===== src/hw/lane_pm_pkg.sv =====
// Package of constants and carrier types for the lane power manager
package lane_pm_pkg;
	localparam int CLK_HZ = 50_000_000;
	localparam int RXDET_INTVL_MS = 12;
	localparam int RXDET_INTVL_CYC = (CLK_HZ / 1000) * RXDET_INTVL_MS;
	localparam int CFG_HOLD_US = 10;
	localparam int CFG_HOLD_CYC = (CLK_HZ / 1_000_000) * CFG_HOLD_US;
	localparam logic [19:0] DPCD_LANE_COUNT = 20'h0_0101;
	localparam logic [19:0] DPCD_POWER_STATE = 20'h0_0600;
	localparam logic [2:0] PWR_D3 = 3'h2;
	localparam logic [4:0] LANES_ONE = 5'h01;
	localparam logic [4:0] LANES_TWO = 5'h02;
	localparam logic [4:0] LANES_FOUR = 5'h04;
	localparam logic [3:0] LANE_MASK_NONE = 4'h0;
	localparam logic [3:0] LANE_MASK_ONE = 4'h1;
	localparam logic [3:0] LANE_MASK_TWO = 4'h3;
	localparam logic [3:0] LANE_MASK_ALL = 4'hf;
	localparam logic [1:0] LVL_ZERO = 2'h0;

	typedef enum logic [1:0] {
		STRAP_GND = 2'b00,
		STRAP_RES = 2'b01,
		STRAP_FLOAT = 2'b10,
		STRAP_VCC = 2'b11
	} strap_level_type;

	typedef enum logic [2:0] {
		U_DISCONNECT = 3'b000,
		U_ZERO = 3'b001,
		U_ONE = 3'b010,
		U_TWO = 3'b011,
		U_THREE = 3'b100
	} link_state_type;

	typedef enum logic [1:0] {
		CFG_POWER_DOWN = 2'b00,
		CFG_USB_ONLY = 2'b01,
		CFG_FOUR_DP = 2'b10,
		CFG_USB_TWO_DP = 2'b11
	} config_type;

	// Physical-layer conditions seen on the USB path
	typedef struct packed {
		logic far_rx_found;
		logic elec_idle;
		logic lfps;
		logic ss_rate;
	} phy_cond_type;

	// One completed native AUX write seen by the snoop front end
	typedef struct packed {
		logic valid;
		logic [19:0] addr;
		logic [7:0] data;
	} aux_write_type;

	// Raw four-level sense: two comparator bits per strap
	typedef struct packed {
		logic [1:0] mode_sel;
		logic [1:0] usb_rx_gain_straps_0;
		logic [1:0] usb_rx_gain_straps_1;
		logic [1:0] usb_host_side_gain_straps_0;
		logic [1:0] usb_host_side_gain_straps_1;
		logic [1:0] dp_gain_straps_0;
		logic [1:0] dp_gain_straps_1;
	} strap_sense_type;

	typedef struct packed {
		logic [3:0] gain_select_one_reg;
		logic [3:0] gain_select_two_reg;
		logic [3:0] host_side_gain_select_reg;
	} gain_regs_type;
endpackage


===== src/hw/lane_power_manager.sv =====
// Lane power manager: USB state inference, gain gating, AUX lane snoop
// Functional notes
// - Repeat receiver detection on transmit pairs until far-end receiver found.
// - On receiver found, enable receive termination and start redriving.
// - Infer link state U0 to U3 from termination, idle, LFPS, rate.
// - Turn receiver equalization off whenever LFPS is sensed.
// - Without LFPS, apply gain from straps or programmed gain registers.
// - In DisplayPort modes capture native AUX writes to 0x00101, 0x00600.
// - Lane enables follow the lane count most recently written; CFG_USB_TWO_DP caps them at lanes 0-1.
// - Sink power state D3 disables all DisplayPort lanes.
// - Snooping on after reset; disable bit hands lanes to config bits.
// - Pin mode with sink detect high stops snooping, all four lanes on in CFG_FOUR_DP, lanes 0-1 in CFG_USB_TWO_DP.
// - Each four-level strap resolves to exactly one of four levels.
// - Straps captured at reset release; pulls released after hold time.
// - Two straps per path combine into one of sixteen gain settings.
// - Gain registers may override strap-derived settings.
// - Pin mode pins select configuration; default is USB only.
`timescale 1ns/1ps
`default_nettype none
module lane_power_manager (
	input wire logic ref_clk_i, // 50 MHz clock
	input wire logic arst_n_i, // Internal reset, active low
	input wire lane_pm_pkg::phy_cond_type phy_i, // USB line conditions
	input wire lane_pm_pkg::aux_write_type aux_i, // Snooped AUX write
	input wire lane_pm_pkg::strap_sense_type strap_i, // Raw strap sense
	input wire lane_pm_pkg::gain_regs_type gain_regs_i, // Gain registers
	input wire logic gain_override_i, // Use gain registers
	input wire logic snoop_disable_i, // Software snoop disable
	input wire logic [3:0] cfg_lane_en_i, // Lanes when snoop_disable_i set
	input wire logic usb_config_pin_i, // Pin-mode USB select
	input wire logic dp_config_pin_i, // Pin-mode DP select
	input wire logic sink_detect_pin_i, // Sink detect
	input wire lane_pm_pkg::config_type reg_config_i, // Register-mode config
	output logic rx_detect_o, // Receiver detect pulse
	output logic rx_term_en_o, // Receive termination enable
	output logic redrive_en_o, // USB redriving active
	output lane_pm_pkg::link_state_type link_state_o, // Inferred U state
	output logic usb_eq_en_o, // USB equalizer enable
	output logic [3:0] usb_rx_gain_o, // USB upstream gain
	output logic [3:0] usb_host_gain_o, // USB downstream gain
	output logic [3:0] dp_gain_o, // DisplayPort gain
	output logic [3:0] dp_lane_en_o, // DisplayPort lane enables
	output logic strap_pull_en_o, // Internal pulls connected
	output lane_pm_pkg::config_type config_o // Active configuration
);
	import lane_pm_pkg::*;

	// Strap capture one cycle after reset release
	logic captured_reg, captured_next;
	strap_sense_type straps_reg, straps_next;
	logic [31:0] hold_cnt_reg, hold_cnt_next;
	logic pull_reg, pull_next;
	logic pin_mode;
	assign pin_mode = (straps_reg.mode_sel == LVL_ZERO);

	always_comb begin
		captured_next = 1'b1;
		straps_next = straps_reg;
		hold_cnt_next = hold_cnt_reg;
		pull_next = pull_reg;
		if (!captured_reg) begin
			straps_next = strap_i;
		end
		if (captured_reg && pull_reg) begin
			if (hold_cnt_reg == 32'(CFG_HOLD_CYC - 1)) begin
				pull_next = 1'b0;
			end else begin
				hold_cnt_next = hold_cnt_reg + 32'h0000_0001;
			end
		end
	end

	always_ff @(posedge ref_clk_i or negedge arst_n_i) begin
		if (!arst_n_i) begin
			captured_reg <= 1'b0;
			straps_reg <= '0;
			hold_cnt_reg <= 32'h0000_0000;
			pull_reg <= 1'b1;
		end else begin
			captured_reg <= captured_next;
			straps_reg <= straps_next;
			hold_cnt_reg <= hold_cnt_next;
			pull_reg <= pull_next;
		end
	end

	// Configuration select
	config_type cfg_reg, cfg_next;
	always_comb begin
		cfg_next = cfg_reg;
		if (captured_reg) begin
			if (pin_mode) begin
				cfg_next = config_type'({dp_config_pin_i, usb_config_pin_i});
			end else begin
				cfg_next = reg_config_i;
			end
		end
	end
	always_ff @(posedge ref_clk_i or negedge arst_n_i) begin
		if (!arst_n_i) begin
			cfg_reg <= CFG_USB_ONLY;
		end else begin
			cfg_reg <= cfg_next;
		end
	end
	logic usb_on, dp_on;
	assign usb_on = (cfg_reg == CFG_USB_ONLY) || (cfg_reg == CFG_USB_TWO_DP);
	assign dp_on = (cfg_reg == CFG_FOUR_DP) || (cfg_reg == CFG_USB_TWO_DP);

	// USB receiver detection and link state inference
	logic [31:0] det_cnt_reg, det_cnt_next;
	logic det_pulse_reg, det_pulse_next;
	logic term_reg, term_next;
	link_state_type ust_reg, ust_next;
	always_comb begin
		det_cnt_next = det_cnt_reg;
		det_pulse_next = 1'b0;
		term_next = term_reg;
		ust_next = ust_reg;
		if (!usb_on) begin
			det_cnt_next = 32'h0000_0000;
			term_next = 1'b0;
			ust_next = U_DISCONNECT;
		end else if (!term_reg) begin
			// Probe at interval start: a receiver present at power-up is found at once
			if (det_cnt_reg == 32'h0000_0000) begin
				det_pulse_next = 1'b1;
			end
			if (det_cnt_reg == 32'(RXDET_INTVL_CYC - 1)) begin
				det_cnt_next = 32'h0000_0000;
			end else begin
				det_cnt_next = det_cnt_reg + 32'h0000_0001;
			end
			if (det_pulse_reg && phy_i.far_rx_found) begin
				term_next = 1'b1;
				ust_next = U_ZERO;
			end
		end else if (!phy_i.far_rx_found) begin
			term_next = 1'b0;
			det_cnt_next = 32'h0000_0000;
			ust_next = U_DISCONNECT;
		end else begin
			case (ust_reg)
				U_ZERO: begin
					if (phy_i.elec_idle) begin
						ust_next = phy_i.ss_rate ? U_ONE : U_TWO;
					end
				end
				U_ONE: begin
					if (phy_i.lfps || !phy_i.elec_idle) begin
						ust_next = U_ZERO;
					end else if (!phy_i.ss_rate) begin
						ust_next = U_TWO;
					end
				end
				U_TWO: begin
					if (phy_i.lfps || !phy_i.elec_idle) begin
						ust_next = U_ZERO;
					end else if (!phy_i.ss_rate && !rx_detect_o) begin
						ust_next = U_THREE;
					end
				end
				U_THREE: begin
					if (phy_i.lfps) begin
						ust_next = U_ZERO;
					end
				end
				default: ust_next = U_ZERO;
			endcase
		end
	end
	always_ff @(posedge ref_clk_i or negedge arst_n_i) begin
		if (!arst_n_i) begin
			det_cnt_reg <= 32'h0000_0000;
			det_pulse_reg <= 1'b0;
			term_reg <= 1'b0;
			ust_reg <= U_DISCONNECT;
		end else begin
			det_cnt_reg <= det_cnt_next;
			det_pulse_reg <= det_pulse_next;
			term_reg <= term_next;
			ust_reg <= ust_next;
		end
	end
	assign rx_detect_o = det_pulse_reg;
	assign rx_term_en_o = term_reg;
	assign redrive_en_o = term_reg;
	assign link_state_o = ust_reg;

	// Equalization gain and LFPS gating
	logic eq_en_reg, eq_en_next;
	logic [3:0] g_usb_reg, g_usb_next, g_host_reg, g_host_next;
	logic [3:0] g_dp_reg, g_dp_next;
	always_comb begin
		eq_en_next = term_reg && !phy_i.lfps;
		g_usb_next = {straps_reg.usb_rx_gain_straps_1,
			straps_reg.usb_rx_gain_straps_0};
		g_host_next = {straps_reg.usb_host_side_gain_straps_1,
			straps_reg.usb_host_side_gain_straps_0};
		g_dp_next = {straps_reg.dp_gain_straps_1,
			straps_reg.dp_gain_straps_0};
		if (gain_override_i && !pin_mode) begin
			g_usb_next = gain_regs_i.gain_select_one_reg;
			g_host_next = gain_regs_i.host_side_gain_select_reg;
			g_dp_next = gain_regs_i.gain_select_two_reg;
		end
	end
	always_ff @(posedge ref_clk_i or negedge arst_n_i) begin
		if (!arst_n_i) begin
			eq_en_reg <= 1'b0;
			g_usb_reg <= 4'h0;
			g_host_reg <= 4'h0;
			g_dp_reg <= 4'h0;
		end else begin
			eq_en_reg <= eq_en_next;
			g_usb_reg <= g_usb_next;
			g_host_reg <= g_host_next;
			g_dp_reg <= g_dp_next;
		end
	end
	assign usb_eq_en_o = eq_en_reg;
	assign usb_rx_gain_o = g_usb_reg;
	assign usb_host_gain_o = g_host_reg;
	assign dp_gain_o = g_dp_reg;

	// AUX snoop and lane enables
	logic [4:0] lane_cnt_reg, lane_cnt_next;
	logic d3_reg, d3_next;
	logic [3:0] lanes_reg, lanes_next;
	logic [3:0] snoop_mask;
	logic snoop_on;
	assign snoop_on = !snoop_disable_i && !(pin_mode && sink_detect_pin_i);
	always_comb begin
		lane_cnt_next = lane_cnt_reg;
		d3_next = d3_reg;
		if (dp_on && snoop_on && aux_i.valid) begin
			if (aux_i.addr == DPCD_LANE_COUNT) begin
				lane_cnt_next = aux_i.data[4:0];
			end else if (aux_i.addr == DPCD_POWER_STATE) begin
				d3_next = (aux_i.data[2:0] == PWR_D3);
			end
		end
		if (lane_cnt_reg == LANES_ONE) begin
			snoop_mask = LANE_MASK_ONE;
		end else if (lane_cnt_reg == LANES_TWO) begin
			snoop_mask = LANE_MASK_TWO;
		end else if (lane_cnt_reg == LANES_FOUR) begin
			snoop_mask = LANE_MASK_ALL;
		end else begin
			snoop_mask = LANE_MASK_NONE;
		end
		if (!dp_on) begin
			lanes_next = LANE_MASK_NONE;
		end else if (pin_mode && sink_detect_pin_i) begin
			lanes_next = LANE_MASK_ALL;
		end else if (snoop_disable_i) begin
			lanes_next = cfg_lane_en_i;
		end else if (d3_reg) begin
			lanes_next = LANE_MASK_NONE;
		end else begin
			lanes_next = snoop_mask;
		end
		if (cfg_reg == CFG_USB_TWO_DP) begin
			lanes_next = lanes_next & LANE_MASK_TWO;
		end
	end
	always_ff @(posedge ref_clk_i or negedge arst_n_i) begin
		if (!arst_n_i) begin
			lane_cnt_reg <= LANES_FOUR;
			d3_reg <= 1'b0;
			lanes_reg <= LANE_MASK_NONE;
		end else begin
			lane_cnt_reg <= lane_cnt_next;
			d3_reg <= d3_next;
			lanes_reg <= lanes_next;
		end
	end
	assign dp_lane_en_o = lanes_reg;
	assign strap_pull_en_o = pull_reg;
	assign config_o = cfg_reg;

	a_lfps_eq_off: assert property (@(posedge ref_clk_i) disable iff (!arst_n_i)
		phy_i.lfps |=> !usb_eq_en_o) else $error("eq on during lfps");
	a_eq_on_idle: assert property (@(posedge ref_clk_i) disable iff (!arst_n_i)
		(rx_term_en_o && !phy_i.lfps) |=> usb_eq_en_o)
		else $error("eq off without lfps");
	a_term_needs_det: assert property (@(posedge ref_clk_i)
		disable iff (!arst_n_i)
		$rose(rx_term_en_o) |-> $past(rx_detect_o))
		else $error("termination without detect");
	a_d3_lanes_off: assert property (@(posedge ref_clk_i)
		disable iff (!arst_n_i)
		(d3_reg && snoop_on && dp_on) |=> dp_lane_en_o == 4'h0)
		else $error("lanes on in d3");
	a_sink_all_lanes: assert property (@(posedge ref_clk_i)
		disable iff (!arst_n_i)
		(pin_mode && sink_detect_pin_i && cfg_reg == CFG_FOUR_DP) |=>
		dp_lane_en_o == 4'hf) else $error("sink detect lanes");
	a_lane_count: assert property (@(posedge ref_clk_i)
		disable iff (!arst_n_i)
		(aux_i.valid && dp_on && snoop_on && aux_i.addr == DPCD_LANE_COUNT
		&& aux_i.data == 8'h01) |=> lane_cnt_reg == 5'h01)
		else $error("lane count not taken");
	a_one_lane: assert property (@(posedge ref_clk_i) disable iff (!arst_n_i)
		(lane_cnt_reg == 5'h01 && !d3_reg && snoop_on && dp_on) |=>
		dp_lane_en_o == 4'h1) else $error("one lane mask");
	a_snoop_off: assert property (@(posedge ref_clk_i) disable iff (!arst_n_i)
		(snoop_disable_i && aux_i.valid) |=> $stable(lane_cnt_reg))
		else $error("snoop while disabled");
	a_det_repeat: assert property (@(posedge ref_clk_i) disable iff (!arst_n_i)
		rx_detect_o |=> !rx_detect_o) else $error("detect not a pulse");
	a_straps_hold: assert property (@(posedge ref_clk_i)
		disable iff (!arst_n_i)
		captured_reg |=> $stable(straps_reg))
		else $error("straps changed");
endmodule
`default_nettype wire


===== config.mk =====
export PLATFORM = sky130hd
export DESIGN_NAME = lane_power_manager
export DESIGN_NICKNAME = d
export VERILOG_FILES = /design/src/hw/lane_pm_pkg.sv /design/src/hw/lane_power_manager.sv
export SDC_FILE = /design/constraint.sdc
export NUM_CORES = 1
export LEC_CHECK = 0
export BUFFER_PORTS_ARGS = -buffer_cell sky130_fd_sc_hd__buf_2
export CAP_MARGIN = 20
export CORE_MARGIN = 2
export CORE_UTILIZATION = 60
export DETAILED_ROUTE_END_ITERATION = 16
export HOLD_SLACK_MARGIN = 0.05
export PLACE_DENSITY_LB_ADDON = 0.1
export SLEW_MARGIN = 20
export SYNTH_ARGS = -nofsm -noshare
export SYNTH_HDL_FRONTEND = slang
export SYNTH_SLANG_ARGS = --single-unit

===== constraint.sdc =====
create_clock -name ref_clk_i -period 3.6 [get_ports ref_clk_i]
set_input_delay 0.18 -clock ref_clk_i [delete_from_list [all_inputs] [get_ports ref_clk_i]]
set_output_delay 0.18 -clock ref_clk_i [all_outputs]
set_load 0.01 [all_outputs]

## Word-level counts from Yosys, hierarchy flattened

Index checks and enable logic that the tools add are counted.

| operators by class | value |
|---|---|
| add/subtract/negate cells | 2 |
| mux-type cells | 35 |
| equality and inequality tests | 21 |
| bitwise logic cells | 2 |
| reduce and logical (&&, ||, !) cells | 26 |

Operators by type and width:

| kind | count |
|---|---|
| $mux 32 | 4 |
| $add 32x1->32 const B | 2 |
| $mux 4 | 11 |
| $eq 32x20->1 const B | 1 |
| $eq 32x9->1 const B | 1 |
| $logic_not 32->1 | 1 |
| $mux 3 | 10 |
| $eq 20x11->1 const B | 1 |
| $eq 20x9->1 const B | 1 |
| $ne 6x6->1 const B | 2 |
| $pmux 3 s4 | 1 |
| $ne 5x5->1 const B | 2 |
| $eq 3x2->1 const B | 3 |
| $logic_and 1x1->1 | 9 |
| $mux 1 | 8 |
| $logic_not 1->1 | 7 |
| $reduce_and 2->1 | 3 |
| $eq 5x1->1 const B | 1 |
| $eq 5x2->1 const B | 1 |
| $eq 5x3->1 const B | 1 |
| $reduce_and 5->1 | 1 |
| $eq 2x2->1 const B | 2 |
| $eq 3x1->1 const B | 1 |
| $eq 3x3->1 const B | 1 |
| other kinds (8) | 11 |

| storage, ports and cells | value |
|---|---|
| input bits | 72 |
| output and inout port bits | 26 |
| register bits | 110 |
| word-level logic and storage cells | 108 |

## Depth between registers and ports, before layout

Gate-level depths: netlist of the first run.

| depth | value |
|---|---|
| word-level depth | 9 |
| gate-level depth with buffers | 8 |
| mapped depth without buffers | 6 |

## Worst setup path before layout of the first run

No wires, ideal clock.

| path | value |
|---|---|
| path kind | register -> register |
| from | register det_cnt_reg[11] |
| to | register det_cnt_reg[10] |
| data required time | 3.479 ns |
| stages on the path, launching flop included | 8 |
| buffers on the path | 2 |
| period minus slack after synthesis | 2.199 ns |
| arrival time | 2.078 ns |
| slack | 1.401 ns |
| library setup time | 0.121 ns |
| path through | dfrtp_1 or3_1 or4_1 o21ai_2 and2_1 buf_4 buf_2 nor2_1 |

| on the way | value |
|---|---|
| word-level cells in the longest chain between the ends | 4 |

RTL lines:

| element | line | source |
|---|---|---|
| start, declared | lane_power_manager.sv:111 | `logic [31:0] det_cnt_reg, det_cnt_next;` |
| start signal, assigned | lane_power_manager.sv:179 | `det_cnt_reg <= det_cnt_next;` |
| $eq 32x20->1 | lane_power_manager.sv:129 | `if (det_cnt_reg == 32'(RXDET_INTVL_CYC - 1)) begin` |
| $mux 32 | lane_power_manager.sv:129 |  |
| $mux 32 | lane_power_manager.sv:124 | `end else if (!term_reg) begin` |
| $mux 32 | lane_power_manager.sv:120 | `if (!usb_on) begin` |

Every way passes these cells.
A chain may end at the register's enable or synchronous reset.

## Worst setup path after layout of the first run

| path | value |
|---|---|
| from | register det_cnt_reg[6] |
| to | register det_cnt_reg[16] |

| on the way | value |
|---|---|
| word-level cells in the longest chain between the ends | 4 |
| elaborated cells on any way between the ends | 5 |
| those cells by class | add/sub: 1; eq/ne: 1; mux: 3 |

RTL lines:

| element | line |
|---|---|
| $add 32x1->32 or $eq 32x20->1 (tied branches) | lane_power_manager.sv:132, lane_power_manager.sv:129 |
| $mux 32 * | lane_power_manager.sv:129 |
| $mux 32 * | lane_power_manager.sv:124 |
| $mux 32 * | lane_power_manager.sv:120 |

Mark *: on every way between the ends. The rest lies on a longest branch, timed or not.

==> results of run 1 <==
[through the flow]
step           util, %  setup slack (ns)  area (sq um)  total power [mW]  hold WS [ns]
6_report          73.8              1.14          6340              2.44        0.0703
5_1_grt           73.8             0.987          6340              2.56        0.0559
4_1_cts           73.7              1.11          6340              2.46        0.0532
3_5_place_dp      67.9              1.14          5840              1.72         0.217
3_3_place_gp      67.9              1.14          5840              1.71         0.214
2_1_floorplan        -              1.40          5260              1.57        -0.116
[metal layers]
layer	routed length, um	share of wire (%)	up-vias	track usage (%)
li1	-	-	2030	-
met1	4890	43	2062	31.1
met5	0	0	-	0
met4	246	2.2	0	8.01
met3	344	3.1	22	4.96
met2	5770	51	80	42.1
[logic make-up after synthesis]
logic type | synth area share, %
flops | 52.4
simple gates | 22.1
mux | 7.42
other cells | 0.0713
fa+ha+maj | 0.714
buf+inv | 2.40
xor+xnor | 8.16
compound gates | 6.71
[layout make-up]
cell class                 count  share of cell area [%]
tap                          108                    2.13
clock buffer                  11                    2.23
timing repair buffer         130                    12.9
multi-input combinational    353                    37.5
antenna                        1                  0.0395
clock inverter                 5                   0.770
inverter                      15                   0.888
sequential                   110                    43.5
[synthesized netlist by cell type (all sizes together) (7+ instances only)]
| library cell | n | area share (%) |
|---|---|---|
| inv | 15 | 1.1 |
| mux2 | 32 | 6.8 |
| nor2 | 41 | 3.0 |
| nand4 | 29 | 3.6 |
| xnor2 | 23 | 3.8 |
| dfrtp | 107 | 51 |
| nor4 | 23 | 2.7 |
| clkbuf | 7 | 0.50 |
| or3 | 9 | 1.1 |
| o21ai | 20 | 2.0 |
| xor2 | 26 | 4.3 |
| nor3 | 14 | 1.5 |
| a21oi | 11 | 1.0 |
| buf | 7 | 0.83 |
| nand3 | 25 | 2.4 |
| nand2 | 25 | 1.8 |
| and3 | 8 | 0.95 |
[where the power goes]
group / internal [mW] / switching, mW
clock network: 0.288 / 0.430
logic: 0.169 / 0.191
registers: 1.30 / 0.0576
total: 1.76 / 0.679
[what timing repair did]
item | in CTS | in global routing
hold endpoints to repair | 73 | 0
hold buffers | 31 | 0
setup endpoints to repair | 0 | 0
[final timing paths]
kind	start	end	cells past startpoint
worst min register to register	hold_cnt_reg[31]	hold_cnt_reg[31]	1
max in group asynchronous	arst_n_i	lane_cnt_reg[2]	3
min in group asynchronous	arst_n_i	dp_lane_en_o[1]	2
worst max-delay path	det_cnt_reg[6]	det_cnt_reg[16]	6
worst max register to register	det_cnt_reg[6]	det_cnt_reg[16]	6
worst min-delay path	aux_i[2]	lane_cnt_reg[2]	2
[placed cells by master, fill, tap and decap left out, drive strengths merged, types with 11 or more instances in the layout]
cell type / n
dfrtp: 107
buf: 99
nor2: 41
mux2: 32
dlygate4sd3: 31
nand4: 29
xor2: 26
nand2: 25
nand3: 25
nor4: 23
xnor2: 23
o21ai: 20
inv: 19
nor3: 14
a21oi: 11
clkbuf: 11
==> impl_metrics.json, run 1 <==
{
  "yosys_warnings": 0,
  "initial_core_util_pct": 61.2,
  "min_period_ns": 2.46,
  "area_growth_syn_to_layout_pct": 20.5,
  "worst-endpoint-arrival_ns": 2.70,
  "cts_setup_buffers": 0,
  "wl_per_cell_um": 15.4,
  "fmax_mhz": 406,
  "start_kind": "register",
  "syn_area_sq_um": 5260,
  "syn_area_per_cell_sq_um": 10.7,
  "fin_crit_sh_pct": 68.4,
  "synthCells": 492,
  "die_w_um": 97.6,
  "synth-seq-area-share_pct": 52.4,
  "seqCellArea_sq_um": 2760,
  "hold_class": "primary input to register",
  "cts_resized": 0,
  "grt_first_pass_wirelength_um": 19300,
  "drv_slew": 0,
  "path_delay_family": "simple AND/OR/NAND/NOR gates",
  "placedCellCount": 685,
  "ant_nets": 0,
  "totalWireLength_um": 11300,
  "drv_cap": 0,
  "cts_sinks": 110,
  "path_buf_inv": 1,
  "tns_ns": 0,
  "rsz0062_at_grt": "no",
  "multiInputGateArea_sq_um": 2380,
  "peakVddDrop_mv": 0.263,
  "max_stage_delay_ns": 0.54,
  "portBuffers": 94,
  "yosys_most_used_dff": "dfrtp_1",
  "setup_viol_count_final": 0,
  "post-route-drc-count": 0,
  "dr.pass1.iters": 4,
  "path_class": "register to register",
  "required_ns": 3.84,
  "dieArea_sq_um": 9530,
  "status": "finished clean",
  "grt_max_degree": 47,
  "grtUsageTotal_pct": 24.5,
  "yosysUniqueCellTypes": 57,
  "grt-ovfl-total": 0,
  "p_leak_nw": 2.90,
  "cts_max_path_buffers": 2,
  "cts-buffers-inserted": 9,
  "rrSetupSlack_ns": 1.14,
  "crit_chain": "or3_1 -> or4_1 -> o21ai_2 -> and2_1 -> buf_4 -> nor2_1",
  "synth_async_sr_flop_share_pct": 100,
  "htree_levels": 3,
  "drive_gt1_share_pct": 26.3,
  "end_kind": "register",
  "worstMarginPinSlew_ns": 0.763,
  "final-hold-violation-count": 0,
  "antenna_found_initial": 1,
  "synth_edf_count": 0,
  "synth_nets": 567,
  "cts_tree": "done",
  "p_per_area_nw_per_um2": 385,
  "final_cells": 733,
  "viasPerCell": 5.72,
  "dp_hpwl_um": 7680,
  "cp_max_fo": 21,
  "die_y_um": 97.6,
  "grt_pass1_vias": 4186,
  "vias": 4194,
  "skew_ns": 0.0135,
  "slowest_stage": "or4_1",
  "ys_ff_latch": 110,
  "clk-insertion-delay-late_ns": 0.36,
  "drt_iter0_markers": 157,
  "final_nets": 694,
  "cts_root_buf": "clkbuf_8",
  "slew_headroom_pct": 48.6,
  "routabilityCongestion": 0.888,
  "rows": 34,
  "clkTransAtPathRegs_ns": 0.10,
  "fill_cells": 603,
  "fp.coreArea_sq_um": 8590,
  "ios": 98
}
Note: power is estimated with default switching activity, not from simulation.
==> run 2: changes to the inputs <==
--- a/config.mk
+++ b/config.mk
@@ -5,10 +5,11 @@
 export SDC_FILE = /design/constraint.sdc
 export NUM_CORES = 1
 export LEC_CHECK = 0
+export ABC_AREA = 1
 export BUFFER_PORTS_ARGS = -buffer_cell sky130_fd_sc_hd__buf_2
 export CAP_MARGIN = 20
 export CORE_MARGIN = 2
-export CORE_UTILIZATION = 60
+export CORE_UTILIZATION = 58
 export DETAILED_ROUTE_END_ITERATION = 16
 export HOLD_SLACK_MARGIN = 0.05
 export PLACE_DENSITY_LB_ADDON = 0.1
==> constraint.sdc (replaced) <==
create_clock -name ref_clk_i -period 2.5 [get_ports ref_clk_i]
set_input_delay 0.125 -clock ref_clk_i [delete_from_list [all_inputs] [get_ports ref_clk_i]]
set_output_delay 0.125 -clock ref_clk_i [all_outputs]
set_load 0.01 [all_outputs]
==> impl_metrics.json, run 2 <==
{
  "status": "finished clean",
  "routabilityCongestion": 0.920,
  "min_period_ns": 2.17,
  "ys_ff_latch": 110,
  "die_w_um": 112,
  "cts_resized": 0,
  "globalRouteMet3Util_pct": 4.21,
  "synthCells": 974,
  "grt_pass1_vias": 6196,
  "ios": 98,
  "cts_tree": "done",
  "drv_slew": 0,
  "cts_sinks": 110,
  "rsz0062_at_grt": "no",
  "initial_core_util_pct": 59.6,
  "required_ns": 2.79,
  "post-route-drc-count": 0,
  "htree_levels": 3,
  "drive_gt1_share_pct": 16.8,
  "worstReg2RegStart": "hold_cnt_reg[0]",
  "syn_area_sq_um": 6810,
  "synth_nets": 1049,
  "hold_class": "primary input to register",
  "fp.coreArea_sq_um": 11400,
  "synthDominantCellAreaShare_pct": 39.3,
  "clk-insertion-delay-late_ns": 0.36,
  "end_kind": "register",
  "tns_ns": 0,
  "yosys_warnings": 0,
  "syn_area_per_cell_sq_um": 6.99,
  "slew_headroom_pct": 57.5,
  "viasPerCell": 5.08,
  "fmax_mhz": 460,
  "cts_max_path_buffers": 2,
  "die_y_um": 112,
  "worstHoldStart": "reg_config_i[1]",
  "yosys_most_used_dff": "dfrtp_1",
  "drt_iter0_markers": 477,
  "grt_busiest_layer": "met2",
  "synth-seq-area-share_pct": 40.5,
  "yosysMostFrequentCell": "nand2_1",
  "wl_per_cell_um": 13.4,
  "startpoint": "hold_cnt_reg[0]",
  "dp_hpwl_um": 11800,
  "worstMarginPinSlew_ns": 0.637,
  "ant_nets": 0,
  "slowest_stage": "nor2_2",
  "synth_async_sr_flop_share_pct": 100,
  "post-place-ws_ns": 0.363,
  "muxShareOfSynthArea_pct": 1.98,
  "totalWireLength_um": 16800,
  "final-hold-violation-count": 0,
  "dieArea_sq_um": 12600,
  "portBuffers": 94,
  "worst-endpoint-arrival_ns": 2.46,
  "skew_ns": 0.0111,
  "dr.pass1.iters": 5,
  "cts-buffers-inserted": 9,
  "antenna_found_initial": 1,
  "max_stage_delay_ns": 0.49,
  "cts_setup_buffers": 0,
  "synth_edf_count": 0,
  "final_nets": 1174,
  "cp_common_cell": "nand2_1",
  "grt_first_pass_wirelength_um": 28700,
  "peakVddDrop_mv": 0.453,
  "grt_max_degree": 59,
  "rows": 39,
  "start_kind": "register",
  "use_met2_pct": 48.0,
  "grt-ovfl-total": 0,
  "setup_ws_ns": 0.328,
  "synth_compound_area_share_pct": 4.15,
  "mostFrequentLayoutCells": "nand2_1 (402), nor2_1 (139), dfrtp_1 (107), buf_2 (93), inv_1 (81)",
  "yosysUniqueCellTypes": 39,
  "synth.largest_area_cell": "dfrtp_1",
  "synth_top_family_by_area": "simple AND/OR/NAND/NOR gates",
  "grtUsageTotal_pct": 28.1,
  "fin_crit_sh_pct": 86.9,
  "synthSimpleGateAreaFrac_pct": 42.5,
  "drv_cap": 0,
  "synth_common_cells": "nand2_1 (402), nor2_1 (139), dfrtp_1 (107)",
  "grt_util_met1_pct": 35.4,
  "setup_viol_count_final": 0,
  "synthXorXnorAreaFrac_pct": 3.22,
  "cts_root_buf": "clkbuf_16",
  "area_growth_syn_to_layout_pct": 17.7,
  "cp_max_fo": 17,
  "p_leak_nw": 3.98,
  "synth.top_cells.by_area": "dfrtp_1 (39%), nand2_1 (22%), nor2_1 (7.7%)",
  "path_class": "register to register",
  "crit_chain": "ha_1 -> inv_2 -> nor2_1 -> nand2_1 -> nor2_2 -> nand3_1 -> nor2_1 -> nor2_2 -> buf_4 -> nand2_1 -> nand2_1",
  "vias": 6342,
  "clkTransAtPathRegs_ns": 0.08,
  "p_per_area_nw_per_um2": 474,
  "synthAdderAreaFrac_pct": 0.551,
  "mostFrequentLayoutCell": "nand2_1"
}
[run 2: changes by cell type after synthesis, sizes merged, moves of 7 or more]
cell / previous run / this run
nand2: 25 / 408
nor2: 41 / 155
inv: 15 / 90
nand3: 25 / 60
mux2: 32 / 12
nor4: 23 / 4
xnor2: 23 / 6
a21oi: 11 / 25
o21ai: 20 / 11
or3: 9 / 0
and3: 8 / 0
buf: 7 / 15
nand3b: 0 / 8
xor2: 26 / 19
[run 2: per-stage QoR]
stage | total power, mW | hold WS (ns) | util [%] | cell area (sq um) | instances
global placement | 2.35 | 0.0549 | 64.5 | 7370 | 1197
finish | 3.80 | 0.0709 | 70.2 | 8010 | 1248
detailed placement | 2.36 | 0.0552 | 64.5 | 7370 | 1197
CTS | 3.83 | 0.0526 | 70.2 | 8010 | 1247
floorplan | 2.18 | -0.171 | - | 6810 | 974
global route | 3.96 | 0.0750 | 70.2 | 8010 | 1248
[run 2: final cells by class]
class | count | area [sq um]
Clock buffer | 9 | 225
Timing Repair Buffer | 133 | 863
Multi-Input combinational cell | 755 | 3570
Fill cell | 1004 | 3410
Tap cell | 143 | 179
Inverter | 90 | 338
Antenna cell | 1 | 2.50
Sequential cell | 110 | 2760
Clock inverter | 7 | 76.3
[run 2: cell families after synthesis]
group / after synthesis
other cells: 1
flops: 110
compound gates: 40
mux: 12
simple gates: 674
xor+xnor: 25
fa+ha+maj: 3
buf+inv: 109
[run 2: report_power, final]
group          switching [mW]  internal (mW)  leakage (nW)  total, mW
Combinational           0.264          0.193          2.38      0.457
Clock                   0.722          0.706         0.140       1.43
Sequential             0.0604           1.85          1.46       1.91
[run 2: routing by layer]
layer | share of wire [%] | up-vias | wire length [um]
li1 | - | 3294 | -
met1 | 44 | 2871 | 7320
met2 | 50 | 133 | 8350
met3 | 3.0 | 44 | 508
met4 | 3.6 | 0 | 605
met5 | 0 | - | 0
[run 2: worst max-delay path, delay by kind of cell, from the launching register on]
kind | cells | cell delay, ns
flip-flops | 1 | 0.45
AND/OR/NAND/NOR | 8 | 0.92
buffers and inverters | 2 | 0.44
adder cells (fa/ha/maj) | 1 | 0.29
[run 2: worst paths after layout]
check	to	slack [ns]	cells after the start
max in group asynchronous	strap_pull_en_o	1.56	3
min reg2reg	lane_cnt_reg[4]	0.48	2
max reg2reg	hold_cnt_reg[21]	0.33	11
max	hold_cnt_reg[21]	0.33	11
min	config_o[1]	0.07	3
min in group asynchronous	hold_cnt_reg[2]	0.21	2
[run 2: timing repair]
item | 4_1_cts | 5_1_grt
setup endpoints to repair | 0 | 0
hold endpoints to repair | 56 | 0
hold buffers | 34 | 0
==> run 3: changes to the inputs <==
--- a/config.mk
+++ b/config.mk
@@ -13,6 +13,7 @@
 export DETAILED_ROUTE_END_ITERATION = 16
 export HOLD_SLACK_MARGIN = 0.05
 export PLACE_DENSITY_LB_ADDON = 0.1
+export REMOVE_ABC_BUFFERS = 1
 export SLEW_MARGIN = 20
 export SYNTH_ARGS = -nofsm -noshare
 export SYNTH_HDL_FRONTEND = slang
==> impl_metrics.json, run 3 (synthesis results as in run 2) <==
{
  "start_kind": "register",
  "hold_class": "primary input to register",
  "fill_cells": 990,
  "drive_gt1_share_pct": 16.8,
  "die_y_um": 112,
  "die_w_um": 112,
  "dp_hpwl_um": 12000,
  "required_ns": 2.81,
  "antenna_found_initial": 0,
  "post-route-drc-count": 0,
  "slowest_stage": "nor2_2",
  "cts_max_path_buffers": 2,
  "portBuffers": 94,
  "grt_busiest_layer": "met2",
  "setup_viol_count_final": 0,
  "ios": 98,
  "final-hold-violation-count": 0,
  "cp_max_fo": 17,
  "globalRouteMet3Util_pct": 4.37,
  "end_kind": "register",
  "final_nets": 1174,
  "drv_slew": 0,
  "post-place-ws_ns": 0.355,
  "worstReg2RegStart": "hold_cnt_reg[0]",
  "max_stage_delay_ns": 0.48,
  "status": "finished clean",
  "startpoint": "hold_cnt_reg[0]",
  "fmax_mhz": 468,
  "min_period_ns": 2.14,
  "rows": 39,
  "viasPerCell": 5.20,
  "skew_ns": 0.0150,
  "tns_ns": 0,
  "cp_common_cell": "nand2_1",
  "cts_root_buf": "clkbuf_16",
  "cts_setup_buffers": 0,
  "totalWireLength_um": 17100,
  "wl_per_cell_um": 13.7,
  "grt_util_met1_pct": 35.7,
  "grt_max_degree": 56,
  "path_class": "register to register",
  "cts-buffers-inserted": 9,
  "p_per_area_nw_per_um2": 487,
  "clkTransAtPathRegs_ns": 0.08,
  "use_met2_pct": 48.5,
  "area_growth_syn_to_layout_pct": 17.9,
  "worst-endpoint-arrival_ns": 2.44,
  "vias": 6487,
  "slew_headroom_pct": 49.5,
  "worstHoldStart": "dp_config_pin_i",
  "fin_crit_sh_pct": 85.5,
  "crit_chain": "ha_1 -> inv_2 -> nor2_1 -> nand2_1 -> nor2_2 -> nand3_1 -> nor2_1 -> nor2_2 -> buf_4 -> nand2_1 -> nand2_1",
  "p_leak_nw": 4.01,
  "n_antenna_cell": 0,
  "mostFrequentLayoutCell": "nand2_1",
  "drt_iter0_markers": 423,
  "multiInputGateArea_sq_um": 3570,
  "dieArea_sq_um": 12600,
  "hold_buffers": 33,
  "clk-insertion-delay-late_ns": 0.37,
  "seqCellArea_sq_um": 2760,
  "setup_ws_ns": 0.364,
  "ant_nets": 0,
  "dr.pass1.iters": 5,
  "worstMarginPinSlew_ns": 0.758,
  "path_delay_family": "simple AND/OR/NAND/NOR gates",
  "mostFrequentLayoutCells": "nand2_1 (402), nor2_1 (139), dfrtp_1 (107), buf_2 (93), inv_1 (81)",
  "cts_tree": "done",
  "grt_pass1_vias": 6332,
  "peakVddDrop_mv": 0.560,
  "drv_cap": 0,
  "cts_resized": 0,
  "grt-ovfl-total": 0,
  "grt_first_pass_wirelength_um": 29100,
  "path_buf_inv": 2,
  "initial_core_util_pct": 59.6,
  "cts_sinks": 110,
  "grtUsageTotal_pct": 28.4,
  "htree_levels": 3,
  "routabilityCongestion": 0.990,
  "fp.coreArea_sq_um": 11400,
  "rsz0062_at_grt": "no"
}
run 3: worst register-to-register path: stages, from the launching register on:
cell and delay (ns):
dfrtp_1 0.45, ha_1 0.29, inv_2 0.11, nor2_1 0.05, nand2_1 0.08, nor2_2 0.05
nand3_1 0.06, nor2_1 0.05, nor2_2 0.48, buf_4 0.34, nand2_1 0.09, nand2_1 0.06
run 3: metal layers:
| layer | vias up | wire (um) |
|---|---|---|
| met5 | - | 0 |
| met4 | 0 | 663 |
| met3 | 51 | 655 |
| met2 | 175 | 8410 |
| met1 | 2959 | 7400 |
| li1 | 3302 | - |
run 3: path summary, 6_finish.rpt:
kind	slack, ns	cells after the start	to
worst max register to register	0.36	11	hold_cnt_reg[15]
worst min register to register	0.48	2	straps_reg[4]
worst max-delay path	0.36	11	hold_cnt_reg[15]
min in group asynchronous	0.37	2	hold_cnt_reg[9]
worst min-delay path	0.06	3	config_o[1]
max in group asynchronous	1.44	3	lane_cnt_reg[2]
run 3: where the power goes:
part           switching (mW)  internal (mW)  leakage [nW]
clock network           0.731          0.805         0.156
registers              0.0634           1.85          1.46
logic                   0.265          0.194          2.39
total                    1.06           2.85          4.01
run 3: cell type report:
type	count	share of cell area (%)
multi-input combinational	755	44.5
sequential	110	34.3
timing repair buffer	133	10.9
inverter	90	4.21
clock buffer	9	2.80
tap	143	2.23
clock inverter	7	1.08
run 3: through the flow:
stage	util (%)	area, sq um	hold WS [ns]	std cells	total power, mW
after global routing	70.3	8030	0.0693	1247	4.06
final	70.3	8030	0.0552	1247	3.91
after CTS	70.3	8030	0.0511	1247	3.92
after detailed placement	64.7	7390	0.244	1198	2.36
after global placement	64.7	7390	0.247	1198	2.35
after floorplan	-	6670	-0.171	955	2.15
